`src/dafe_pkg.sv`:
```
package dafe_pkg;
  localparam int MANT_W = 14;
  localparam int EXP_W = 3;
  localparam int NUM_CH = 4;
  localparam int CH_W = 2;
  localparam int FIFO_DEPTH = 8;
  localparam int SAMPLE_W = MANT_W + EXP_W;
  localparam int LAT_W = 16;
  localparam logic [LAT_W-1:0] LAT_OFFSET = 16'h001A;
  localparam logic [LAT_W-1:0] LAT_COMB_ADD = 16'h0007;
  localparam logic [MANT_W-1:0] MANT_RESET = 14'h0000;
  localparam logic [EXP_W-1:0] EXP_RESET = 3'h0;

  typedef enum logic [1:0] {
    DAFE_QUAL_FALL = 2'b00,
    DAFE_QUAL_RISE = 2'b01,
    DAFE_QUAL_HIGH = 2'b10,
    DAFE_QUAL_BLANK = 2'b11
  } dafe_qual_e;

  function automatic logic [LAT_W-1:0] dafe_latency(
    input logic [7:0] resamp_dec,
    input logic [7:0] comb_dec,
    input logic [7:0] taps
  );
    logic [LAT_W-1:0] prod;
    prod = LAT_W'(resamp_dec) * (LAT_W'(comb_dec) + LAT_COMB_ADD);
    return prod + LAT_W'(taps) + LAT_OFFSET;
  endfunction
endpackage

```
`src/dafe_stream_if.sv`:
```
`timescale 1ns/1ps
interface dafe_stream_if #(parameter int W = 17);
  logic valid;
  logic ready;
  logic [W-1:0] data;
  modport src (output valid, output data, input ready);
  modport snk (input valid, input data, output ready);
endinterface

```
`src/dafe_fifo.sv`:
```
`timescale 1ns/1ps
module dafe_fifo #(
  parameter int WIDTH = 17,
  parameter int DEPTH = 8
) (
  input wire logic clk_in,
  input wire logic rst_n_in,
  input wire logic ce_in,
  dafe_stream_if.snk wr,
  dafe_stream_if.src rd
);
  localparam int AW = $clog2(DEPTH);
  logic [WIDTH-1:0] mem_reg [DEPTH];
  logic [AW-1:0] wptr_reg;
  logic [AW-1:0] rptr_reg;
  logic [AW:0] cnt_reg;
  logic [WIDTH-1:0] dout_reg;
  logic dvalid_reg;
  wire logic full = (cnt_reg == (AW+1)'(DEPTH));
  wire logic empty = (cnt_reg == '0);
  // output register refills when drained or empty
  wire logic pop = !empty && (!dvalid_reg || rd.ready);
  wire logic push = wr.valid && !full;
  assign wr.ready = !full;
  assign rd.valid = dvalid_reg;
  assign rd.data = dout_reg;

  always_ff @(posedge clk_in) begin
    if (!rst_n_in) begin
      wptr_reg <= '0;
      rptr_reg <= '0;
      cnt_reg <= '0;
      dvalid_reg <= 1'b0;
      dout_reg <= '0;
    end else if (ce_in) begin
      if (push) begin
        mem_reg[wptr_reg] <= wr.data;
        wptr_reg <= (wptr_reg == AW'(DEPTH-1)) ? '0 : wptr_reg + 1'b1;
      end
      if (pop) begin
        dout_reg <= mem_reg[rptr_reg];
        rptr_reg <= (rptr_reg == AW'(DEPTH-1)) ? '0 : rptr_reg + 1'b1;
        dvalid_reg <= 1'b1;
      end else if (rd.ready) begin
        dvalid_reg <= 1'b0;
      end
      cnt_reg <= cnt_reg + (AW+1)'(push) - (AW+1)'(pop);
    end
  end
endmodule // dafe_fifo

```
`src/dafe_frontend.sv`:
```
`timescale 1ns/1ps
// Summary of operation
// - capture each port every rising mclk edge
// - ports take 14-bit mantissa, 3-bit exponent
// - mantissa signed two's complement, exponent unsigned
// - each channel selects port A or B
// - four channels share multiplexed port streams
// - separate qualifier pin per input port
// - four qualification modes per channel
// - level-high accepts only while pin high
// - falling mode captures edge after high-to-low
// - rising mode captures edge after low-to-high
// - blank mode zeroes sample while pin low
// - transition modes take one edge only
// - compute strobe fires every clock regardless
// - latency equals rdec*(cdec+7)+taps+26
module dafe_frontend
  import dafe_pkg::*;
(
  input wire logic mclk_in,
  input wire logic resetn_in,
  input wire logic ce_in,
  input wire logic [MANT_W-1:0] port_a_mantissa_in,
  input wire logic [EXP_W-1:0] port_a_exponent_in,
  input wire logic port_a_sample_qualifier_in,
  input wire logic [MANT_W-1:0] port_b_mantissa_in,
  input wire logic [EXP_W-1:0] port_b_exponent_in,
  input wire logic port_b_sample_qualifier_in,
  input wire logic [NUM_CH-1:0] ch_src_b_in,
  input wire logic [2*NUM_CH-1:0] ch_qual_mode_in,
  input wire logic [7:0] resamp_dec_in,
  input wire logic [7:0] comb_dec_in,
  input wire logic [7:0] fir_tap_count_in,
  input wire logic out_ready_in,
  output logic out_valid_out,
  output logic [CH_W-1:0] out_channel_out,
  output logic signed [MANT_W-1:0] out_mantissa_out,
  output logic [EXP_W-1:0] out_exponent_out,
  output logic [NUM_CH-1:0] compute_strobe_out,
  output logic [NUM_CH-1:0] overflow_out,
  output logic [LAT_W-1:0] latency_out
);
  // one captured sample per port per edge
  logic [MANT_W-1:0] a_mant_reg;
  logic [EXP_W-1:0] a_exp_reg;
  logic a_qual_reg;
  logic a_qual_prev_reg;
  logic [MANT_W-1:0] b_mant_reg;
  logic [EXP_W-1:0] b_exp_reg;
  logic b_qual_reg;
  logic b_qual_prev_reg;
  logic [NUM_CH-1:0] ch_valid_reg;
  logic [SAMPLE_W-1:0] ch_data_reg [NUM_CH];
  logic [CH_W-1:0] rr_reg;
  logic [NUM_CH-1:0] ovf_reg;
  logic [NUM_CH-1:0] strobe_reg;
  logic [LAT_W-1:0] lat_reg;
  logic ov_reg;
  logic [CH_W-1:0] och_reg;
  logic [MANT_W-1:0] omant_reg;
  logic [EXP_W-1:0] oexp_reg;

  function automatic logic qualify(
    input logic [1:0] mode,
    input logic cur,
    input logic prev
  );
    logic q;
    q = 1'b0;
    case (mode)
      DAFE_QUAL_FALL: q = prev && !cur;
      DAFE_QUAL_RISE: q = !prev && cur;
      DAFE_QUAL_HIGH: q = cur;
      DAFE_QUAL_BLANK: q = 1'b1;
      default: q = 1'b0;
    endcase
    return q;
  endfunction

  // per-channel source and qualification decode
  wire logic [NUM_CH-1:0] ch_take;
  wire logic [SAMPLE_W-1:0] ch_sample [NUM_CH];
  genvar g;
  generate
    for (g = 0; g < NUM_CH; g++) begin : g_ch
      // mode and source sampled live; held static by software
      wire logic [1:0] mode = ch_qual_mode_in[2*g+1:2*g];
      wire logic use_b = ch_src_b_in[g];
      wire logic cur = use_b ? b_qual_reg : a_qual_reg;
      wire logic prev = use_b ? b_qual_prev_reg : a_qual_prev_reg;
      wire logic [MANT_W-1:0] m = use_b ? b_mant_reg : a_mant_reg;
      wire logic [EXP_W-1:0] e = use_b ? b_exp_reg : a_exp_reg;
      wire logic blank = (mode == DAFE_QUAL_BLANK) && !cur;
      assign ch_take[g] = qualify(mode, cur, prev);
      // zero substitution clears exponent too, so scaling stays sane
      assign ch_sample[g] = blank ? {MANT_RESET, EXP_RESET} : {m, e};
    end
  endgenerate

  // round-robin pick among pending channels
  wire logic [CH_W-1:0] pick0 = rr_reg;
  wire logic [CH_W-1:0] pick1 = rr_reg + 2'd1;
  wire logic [CH_W-1:0] pick2 = rr_reg + 2'd2;
  wire logic [CH_W-1:0] pick3 = rr_reg + 2'd3;
  wire logic [CH_W-1:0] pick = ch_valid_reg[pick0] ? pick0 :
                               ch_valid_reg[pick1] ? pick1 :
                               ch_valid_reg[pick2] ? pick2 : pick3;
  wire logic any_pending = |ch_valid_reg;

  dafe_stream_if #(.W(SAMPLE_W + CH_W)) fin ();
  dafe_stream_if #(.W(SAMPLE_W + CH_W)) fout ();
  assign fin.valid = any_pending;
  assign fin.data = {pick, ch_data_reg[pick]};
  wire logic grant = any_pending && fin.ready;

  dafe_fifo #(
    .WIDTH(SAMPLE_W + CH_W),
    .DEPTH(FIFO_DEPTH)
  ) u_fifo (
    .clk_in(mclk_in),
    .rst_n_in(resetn_in),
    .ce_in(ce_in),
    .wr(fin.snk),
    .rd(fout.src)
  );

  // output stage register; fifo drains when it is empty or taken
  assign fout.ready = !ov_reg || out_ready_in;

  // capture on every edge, no qualification at the pins
  always_ff @(posedge mclk_in) begin
    if (!resetn_in) begin
      a_mant_reg <= MANT_RESET;
      a_exp_reg <= EXP_RESET;
      a_qual_reg <= 1'b0;
      a_qual_prev_reg <= 1'b0;
      b_mant_reg <= MANT_RESET;
      b_exp_reg <= EXP_RESET;
      b_qual_reg <= 1'b0;
      b_qual_prev_reg <= 1'b0;
    end else if (ce_in) begin
      a_mant_reg <= port_a_mantissa_in;
      a_exp_reg <= port_a_exponent_in;
      a_qual_reg <= port_a_sample_qualifier_in;
      a_qual_prev_reg <= a_qual_reg;
      b_mant_reg <= port_b_mantissa_in;
      b_exp_reg <= port_b_exponent_in;
      b_qual_reg <= port_b_sample_qualifier_in;
      b_qual_prev_reg <= b_qual_reg;
    end
  end

  // per-channel holding slot; a new take while full overwrites the held sample and is flagged unless that slot is granted in the same cycle
  always_ff @(posedge mclk_in) begin
    if (!resetn_in) begin
      ch_valid_reg <= '0;
      ovf_reg <= '0;
      rr_reg <= '0;
      for (int i = 0; i < NUM_CH; i++) begin
        ch_data_reg[i] <= '0;
      end
    end else if (ce_in) begin
      for (int i = 0; i < NUM_CH; i++) begin
        if (ch_take[i]) begin
          ch_data_reg[i] <= ch_sample[i];
          ch_valid_reg[i] <= 1'b1;
          if (ch_valid_reg[i] && !(grant && pick == CH_W'(i))) begin
            ovf_reg[i] <= 1'b1;
          end
        end else if (grant && pick == CH_W'(i)) begin
          ch_valid_reg[i] <= 1'b0;
        end
      end
      if (grant) begin
        rr_reg <= pick + 2'd1;
      end
    end
  end

  // compute strobe on every clock, captured or not
  always_ff @(posedge mclk_in) begin
    if (!resetn_in) begin
      strobe_reg <= '0;
    end else if (ce_in) begin
      strobe_reg <= '1;
    end
  end

  always_ff @(posedge mclk_in) begin
    if (!resetn_in) begin
      lat_reg <= '0;
    end else if (ce_in) begin
      lat_reg <= dafe_latency(resamp_dec_in, comb_dec_in, fir_tap_count_in);
    end
  end

  always_ff @(posedge mclk_in) begin
    if (!resetn_in) begin
      ov_reg <= 1'b0;
      och_reg <= '0;
      omant_reg <= MANT_RESET;
      oexp_reg <= EXP_RESET;
    end else if (ce_in) begin
      if (fout.ready) begin
        ov_reg <= fout.valid;
        if (fout.valid) begin
          och_reg <= fout.data[SAMPLE_W +: CH_W];
          omant_reg <= fout.data[EXP_W +: MANT_W];
          oexp_reg <= fout.data[EXP_W-1:0];
        end
      end
    end
  end

  assign out_valid_out = ov_reg;
  assign out_channel_out = och_reg;
  assign out_mantissa_out = omant_reg;
  assign out_exponent_out = oexp_reg;
  assign compute_strobe_out = strobe_reg;
  assign overflow_out = ovf_reg;
  assign latency_out = lat_reg;
endmodule // dafe_frontend

```
`config.mk`:
```
export PLATFORM = sky130hd
export DESIGN_NAME = dafe_frontend
export DESIGN_NICKNAME = d
export VERILOG_FILES = /design/src/dafe_pkg.sv /design/src/dafe_stream_if.sv /design/src/dafe_fifo.sv /design/src/dafe_frontend.sv
export SDC_FILE = /design/constraint.sdc
export NUM_CORES = 1
export LEC_CHECK = 0
export BUFFER_PORTS_ARGS = -buffer_cell sky130_fd_sc_hd__buf_2
export CAP_MARGIN = 40
export CORE_ASPECT_RATIO = 1.2
export CORE_MARGIN = 8
export CORE_UTILIZATION = 60
export DETAILED_ROUTE_END_ITERATION = 10
export PLACE_DENSITY = 0.79
export REMOVE_ABC_BUFFERS = 1
export SETUP_SLACK_MARGIN = 0.15
export SLEW_MARGIN = 30
export SYNTH_ARGS = -nofsm -noshare
export SYNTH_HDL_FRONTEND = slang
export SYNTH_SLANG_ARGS = --single-unit
```
`constraint.sdc`:
```
create_clock -name mclk_in -period 7.45 [get_ports mclk_in]
set_input_delay 0 -clock mclk_in [delete_from_list [all_inputs] [get_ports mclk_in]]
set_output_delay 0 -clock mclk_in [all_outputs]
set_load 0.005 [all_outputs]
```
### Word level (Yosys, flattened, before mapping)

Memory sizes are Yosys's and may differ from the RTL's. A register that Yosys moved wholly into a read port is not among the register bits.
Index checks and enable logic that the tools add are counted.

| storage, ports and cells | value |
|---|---|
| output and inout port bits | 44 |
| input bits | 76 |
| memories | 2 |
| register bits after elaboration | 96 |
| memory bits (writable) | 220 |

| operators by class | value |
|---|---|
| eq/ne operators | 18 |
| multiplexer cells | 70 |
| add/sub/neg operators | 11 |
| order comparisons | 3 |
| reduce and logical (&&, ||, !) cells | 66 |
| multipliers | 1 |
| bitwise operators | 4 |

Memories:

| memory | words | width | read ports | clocked after Yosys merged registers in | write ports | RTL line | text |
|---|---|---|---|---|---|---|---|
| u_fifo.mem_reg | 8 | 19 | 1 | 1 | 1 | dafe_fifo.sv:13 | `logic [WIDTH-1:0] mem_reg [DEPTH];` |
| ch_data_reg | 4 | 17 | 1 | 0 | 4 | dafe_frontend.sv:53 | `logic [SAMPLE_W-1:0] ch_data_reg [NUM_CH];` |

Operators by type and width:

| operator | number |
|---|---|
| 17-bit two-way mux | 8 |
| 14-bit two-way mux | 4 |
| 1-bit two-way mux | 42 |
| 1-bit logical AND | 22 |
| 2-bit equality test, second input constant | 10 |
| 3-bit two-way mux | 6 |
| 1-bit logical NOT | 17 |
| 16-bit by 5-bit adder with 16-bit output, second input constant | 1 |
| 16-bit by 8-bit adder with 16-bit output | 1 |
| 8-bit by 9-bit multiplier with 16-bit output | 1 |
| 1-bit one-hot mux with 4 select lines | 4 |
| 2-bit AND reduction | 8 |
| 3-bit AND reduction | 5 |
| 2-bit by 1-bit equality test with 1-bit output, second input constant | 5 |
| 2-bit logical NOT | 5 |
| 2-bit nonzero test | 5 |
| 8-bit by 3-bit adder with 9-bit output, second input constant | 1 |
| 2-bit by 3-bit < comparator with 1-bit output, second input constant | 3 |
| 3-bit by 1-bit adder with 3-bit output, second input constant | 2 |
| 1-bit binary-select mux with 2-bit select | 3 |
| 3-bit equality test, second input constant | 2 |
| 2-bit two-way mux | 3 |
| 2-bit by 1-bit adder with 2-bit output, second input constant | 2 |
| 2-bit adder, second input constant | 2 |
| other kinds (7) | 11 |

### Logic depth before layout (Yosys ltp)

| logic depth | value |
|---|---|
| word-level depth | 11 |
| mapped depth | 23 |

### By module

A second synthesis with hierarchy kept.

| second synthesis, totals | value |
|---|---|
| cells, all modules | 1317 |
| area total of the unflattened synthesis | 17154.0 µm² |

By module, submodules not included:

| module | cells an instance | area each (µm²) | times used |
|---|---|---|---|
| dafe_frontend | 938 | 9968.3 | 1 |
| dafe_fifo | 379 | 7185.6 | 1 |

### Worst setup path after synthesis

No wires, ideal clock.

| path | value |
|---|---|
| kind | input to register |
| start | in comb_dec_in[0] |
| end | reg lat_reg[13], in the netlist latency_out[13] |
| arrival | 4.882 ns |
| setup slack | 2.446 ns |
| stages on the path | 23 |
| setup time | 0.122 ns |
| buffers on the path | 0 |
| required time | 7.328 ns |
| path through | inv_1 -> ha_1 -> nor2b_1 -> nor2b_1 -> xor2_1 -> nand2_1 -> fa_1 -> inv_1 -> ha_1 -> inv_1 -> fa_1 -> inv_1 -> fa_1 -> inv_1 -> fa_1 -> inv_1 -> ha_1 -> a31o_2 -> a2111o_1 -> a31oi_1 -> o21ai_1 -> xnor2_1 -> o21ai_1 |

| between the ends | value |
|---|---|
| cells in the longest elaborated chain, start to end | 4 |

RTL lines:

| what | RTL line | text |
|---|---|---|
| start: declaration | dafe_frontend.sv:32 | `input wire logic [7:0] comb_dec_in,` |
| 8-bit by 3-bit adder with 9-bit output | dafe_pkg.sv:27 | `prod = LAT_W'(resamp_dec) * (LAT_W'(comb_dec) + LAT_COMB_ADD);` |
| 8-bit by 9-bit multiplier with 16-bit output | dafe_pkg.sv:27 |  |
| 16-bit by 8-bit adder with 16-bit output | dafe_pkg.sv:28 | `return prod + LAT_W'(taps) + LAT_OFFSET;` |
| 16-bit by 5-bit adder with 16-bit output | dafe_pkg.sv:28 |  |
| end signal: assignment | dafe_frontend.sv:193 | `lat_reg <= dafe_latency(resamp_dec_in, comb_dec_in, fir_tap_count_in);` |
| end: declaration | dafe_frontend.sv:57 | `logic [LAT_W-1:0] lat_reg;` |

Every way passes these cells.
A chain may end at the register's enable or synchronous reset.

### Final worst setup path

Same ends and word-level chain as after synthesis.

==> metrics.md <==
| Metric | Value |
|---|---|
| Compound-cell area share of the yosys netlist | a little over 5% |
| Clock power share | 29.1% |
| Ant diodes | 0 |
| Port Buffers | 119 |
| Starting Density | 60.3% |
| Critical Path Slowest Stage Cell | fa_1 |
| CTS tree | done |
| Crit path buf inv count | 7 |
| Grt ovf | 0 |
| Worst Path Required | 7.85 ns |
| Core area | 27700 sq um |
| Final Hold Viols | 0 |
| Top-area cell type share of the netlist area | 39.6% |
| Predominant post-synthesis flop cell | edfxtp_1 |
| Worst Path Max Fanout | 8 |
| CTS H-Tree Depth | 2 |
| Top cells by area, synth | edfxtp_1 40%, dfxtp_1 14%, mux2i_1 11% |
| DR pass1 iterations | 5 |
| Vias in the first global route | 11017 |
| Clk sinks | 335 |
| Worst-path clk slew | 0.06 ns |
| WL/cell | 19.5 microns |
| Simple-Gate Fraction of Synth Area | about a tenth |
| Filler instances | roughly 1900 |
| Die ar. | 33400 sq um |
| CP Cell Sequence | buf_2 > inv_1 > ha_1 > nor2b_1 > nor2b_1 > xor2_1 > nand2_1 > fa_1 > inv_1 > ha_1 > inv_1 > fa_1 > inv_1 > fa_1 > inv_1 > fa_1 > inv_1 > ha_1 > a31o_2 > a2111o_1 > a31oi_1 > o21ai_1 > xnor2_1 > o21ai_1 |
| Height of the die | 199 microns |
| All-Layer GR Usage | 21.7% |
| CP peak stage delay | between 0.5 and 0.6 ns |
| Gp weighted congestion | about 0.83 |
| First-pass GRT wire length | 57400 microns |
| Synth Area in XOR/XNOR | 1.15% |
| Syn Std Cell Area | 16700 sq um |
| Critical path type | in -> reg |
| Num CTS Buffers | 34 |
| Critical Path AT | 5.51 ns |
| Skew-Pair Late Insertion Delay | between 0.5 and 0.6 ns |
| Slew margin rel. | 43.8% |
| Sequential share of the synthesized area | 53.4% |
| Placement Rows | 67 |
| Worst slew pin tran | 0.819 ns |
| Largest family of logic cells by synthesized area | multiplexers |
| Max FFs per register | 152 |
| Final setup fails | 0 |
| Multiplexer area fraction after synthesis | approximately 17% |
| Synth unique cells | just under 60 |
| Final min period | 5.11 ns |
| Initial DRC count | about 620 |
| Seq pwr share | 37.2% |
| Static leakage | roughly 7.8 nW |
| Nets | 1664 |
| Sw power | 0.00200 W |
| Setup tns final | 0 ns |
| Fraction of registers with async set/reset | 0% |
| Layout area overhead | 15.9% |
| Final Slew Violations | 0 |
| Residual DRC | 0 |
| Min-delay worst type | in -> reg |
| Switching part of the total | roughly a third |
| Clock Tree Root | clkbuf_16 |
| Final Power | about 0.0062 W |
| RSZ-0062 raised after global routing | false |
| Max_cap viols | 0 |
| Achievable frequency | 0.196 GHz |
| Internal power component | 0.00423 W |
| Post-Route WL | 35900 microns |
| Flop and latch count out of synthesis | 335 |
| Dpl hpwl | 23000 microns |
| Post-Synth Adder-Cell Area | 10.8% |
| Clk_skew | 0.0222 ns |
| Synth cell count leaders | 220 x edfxtp_1, 190 x mux2i_1, 166 x nor2_1 |
| Endpoint class of the critical path | flip-flop |
| Crit path max-delay family | adder cells |
| DR vias/cell | approximately 5.8 |
| Share of layout cells above drive strength 1 | 18.1% |
| CTS Buffer Depth | 3 |
| Peak supply drop | around 0.23 mV |
| Initial antenna violation count | 0 |
| Die X | approximately 170 microns |
| Antenna Nets Post-Route | 0 |
| Post-synth EDFFs | 220 |
| IO Count | 120 |
| Count leader, synth | edfxtp_1 |
| Mean post-synth cell area | 12.7 sq um |
| Cells after Synth | 1314 |
| Most Frequent Cell on Critical Path | inv_1 |
| Largest net degree at the start of global routing | 56 |
| Worst setup SP type | primary input |
| Dominant cell type by area after synthesis | edfxtp_1 |
| Final cycle utilization of the critical path | 68.6% |
| YS warnings | 0 |
| Status | finished, final reports clean |
| Pwr dens | 322 nW/um^2 |
| Comb pwr share | 33.7% |
| Vias post-DR | between 10000 and 15000 |
## final cells by class
type,instances,area [sq um],area share [%]
well taps,345,432,2.23
clock buffers,42,942,4.87
inverters,67,253,1.31
flip-flops and latches,335,8910,46.1
clock inverters,20,260,1.35
multi-input cells,848,7260,37.6
repair buffers,189,1270,6.59
## layer usage
metal	up-vias	GRT usage [%]	share of wire [%]
met5	-	0	0
met4	0	6.82	2.0
met3	55	3.89	6.1
met2	332	38.4	52
met1	5338	26.6	40
li1	5008	-	-
## final timing paths
path                            depth (start not counted)                          endpoint  slack, ns                        startpoint
worst min register to register                          2  out_mantissa_out[4]$_SDFFE_PN0P_       0.45  out_mantissa_out[4]$_SDFFE_PN0P_
worst max-delay path                                   24      latency_out[13]$_SDFFE_PN0P_       2.34                    comb_dec_in[0]
worst min-delay path                                    3    u_fifo.cnt_reg[1]$_SDFFE_PN0P_       0.04                             ce_in
worst max register to register                          7    u_fifo.mem_reg[2][9]$_DFFE_PP_       4.73    u_fifo.cnt_reg[2]$_SDFFE_PN0P_
## placed cells by master (no fill, tap or decap), types with 7 or more instances in the layout
cell and n:
a211oi_1 29, a21o_1 7, a21oi_1 42, and2_1 28, buf_2 120, buf_4 20
clkbuf_16 35, dfxtp_1 114, dlygate4sd3_1 40, edfxtp_1 220, fa_1 51, ha_1 62
inv_1 66, mux2i_1 190, mux4_2 38, nand2_1 102, nand2b_1 10, nor2_1 166
nor2b_1 20, o21ai_0 10, xnor2_1 10, xor2_1 12
## tightest hold or removal path, delay by kind of cell
kind                   cells  cell delay (ns)
AO/OA/AOI/OAI              1             0.05
buffers and inverters      1             0.25
AND/OR/NAND/NOR            1             0.16
## power by group through the flow
stage / registers, W / clock network (W) / logic (W)
after floorplan: 0.00238 / 0 / 0.00152
after global placement: 0.00235 / 0 / 0.00198
after detailed placement: 0.00235 / 0 / 0.00204
after CTS: 0.00232 / 0.00184 / 0.00209
after global routing: 0.00233 / 0.00191 / 0.00237
final: 0.00232 / 0.00182 / 0.00210
## per-stage QoR
stage	setup WS, ns	instances	area [sq um]	utilization (%)	hold WS [ns]
floorplan	2.44	1250	16400	-	0.0946
global placement	1.93	1733	17600	63.6	0.232
detailed placement	1.85	1741	17700	63.9	0.241
CTS	2.40	1843	19300	69.7	0.00475
global route	1.97	1846	19300	69.9	0.0317
finish	2.34	1846	19300	69.9	0.0380
## logic make-up (layout without fill, tap and decap cells)
family	after synthesis	after routing
AOI/OAI and AO/OA	128	128
and+or+nand+nor	356	356
buffers and inverters	131	318
xor gates and xnor gates	22	22
DFF	335	335
adders and majority gates	113	113
muxes	229	229
## what timing repair did
| action | in CTS | in global routing |
|---|---|---|
| gates resized for setup | 0 | 0 |
| hold buffers | 40 | 0 |
| buffers inserted | 0 | 0 |
| hold endpoints to repair | 46 | 0 |
(Power assumes the default switching activity.)
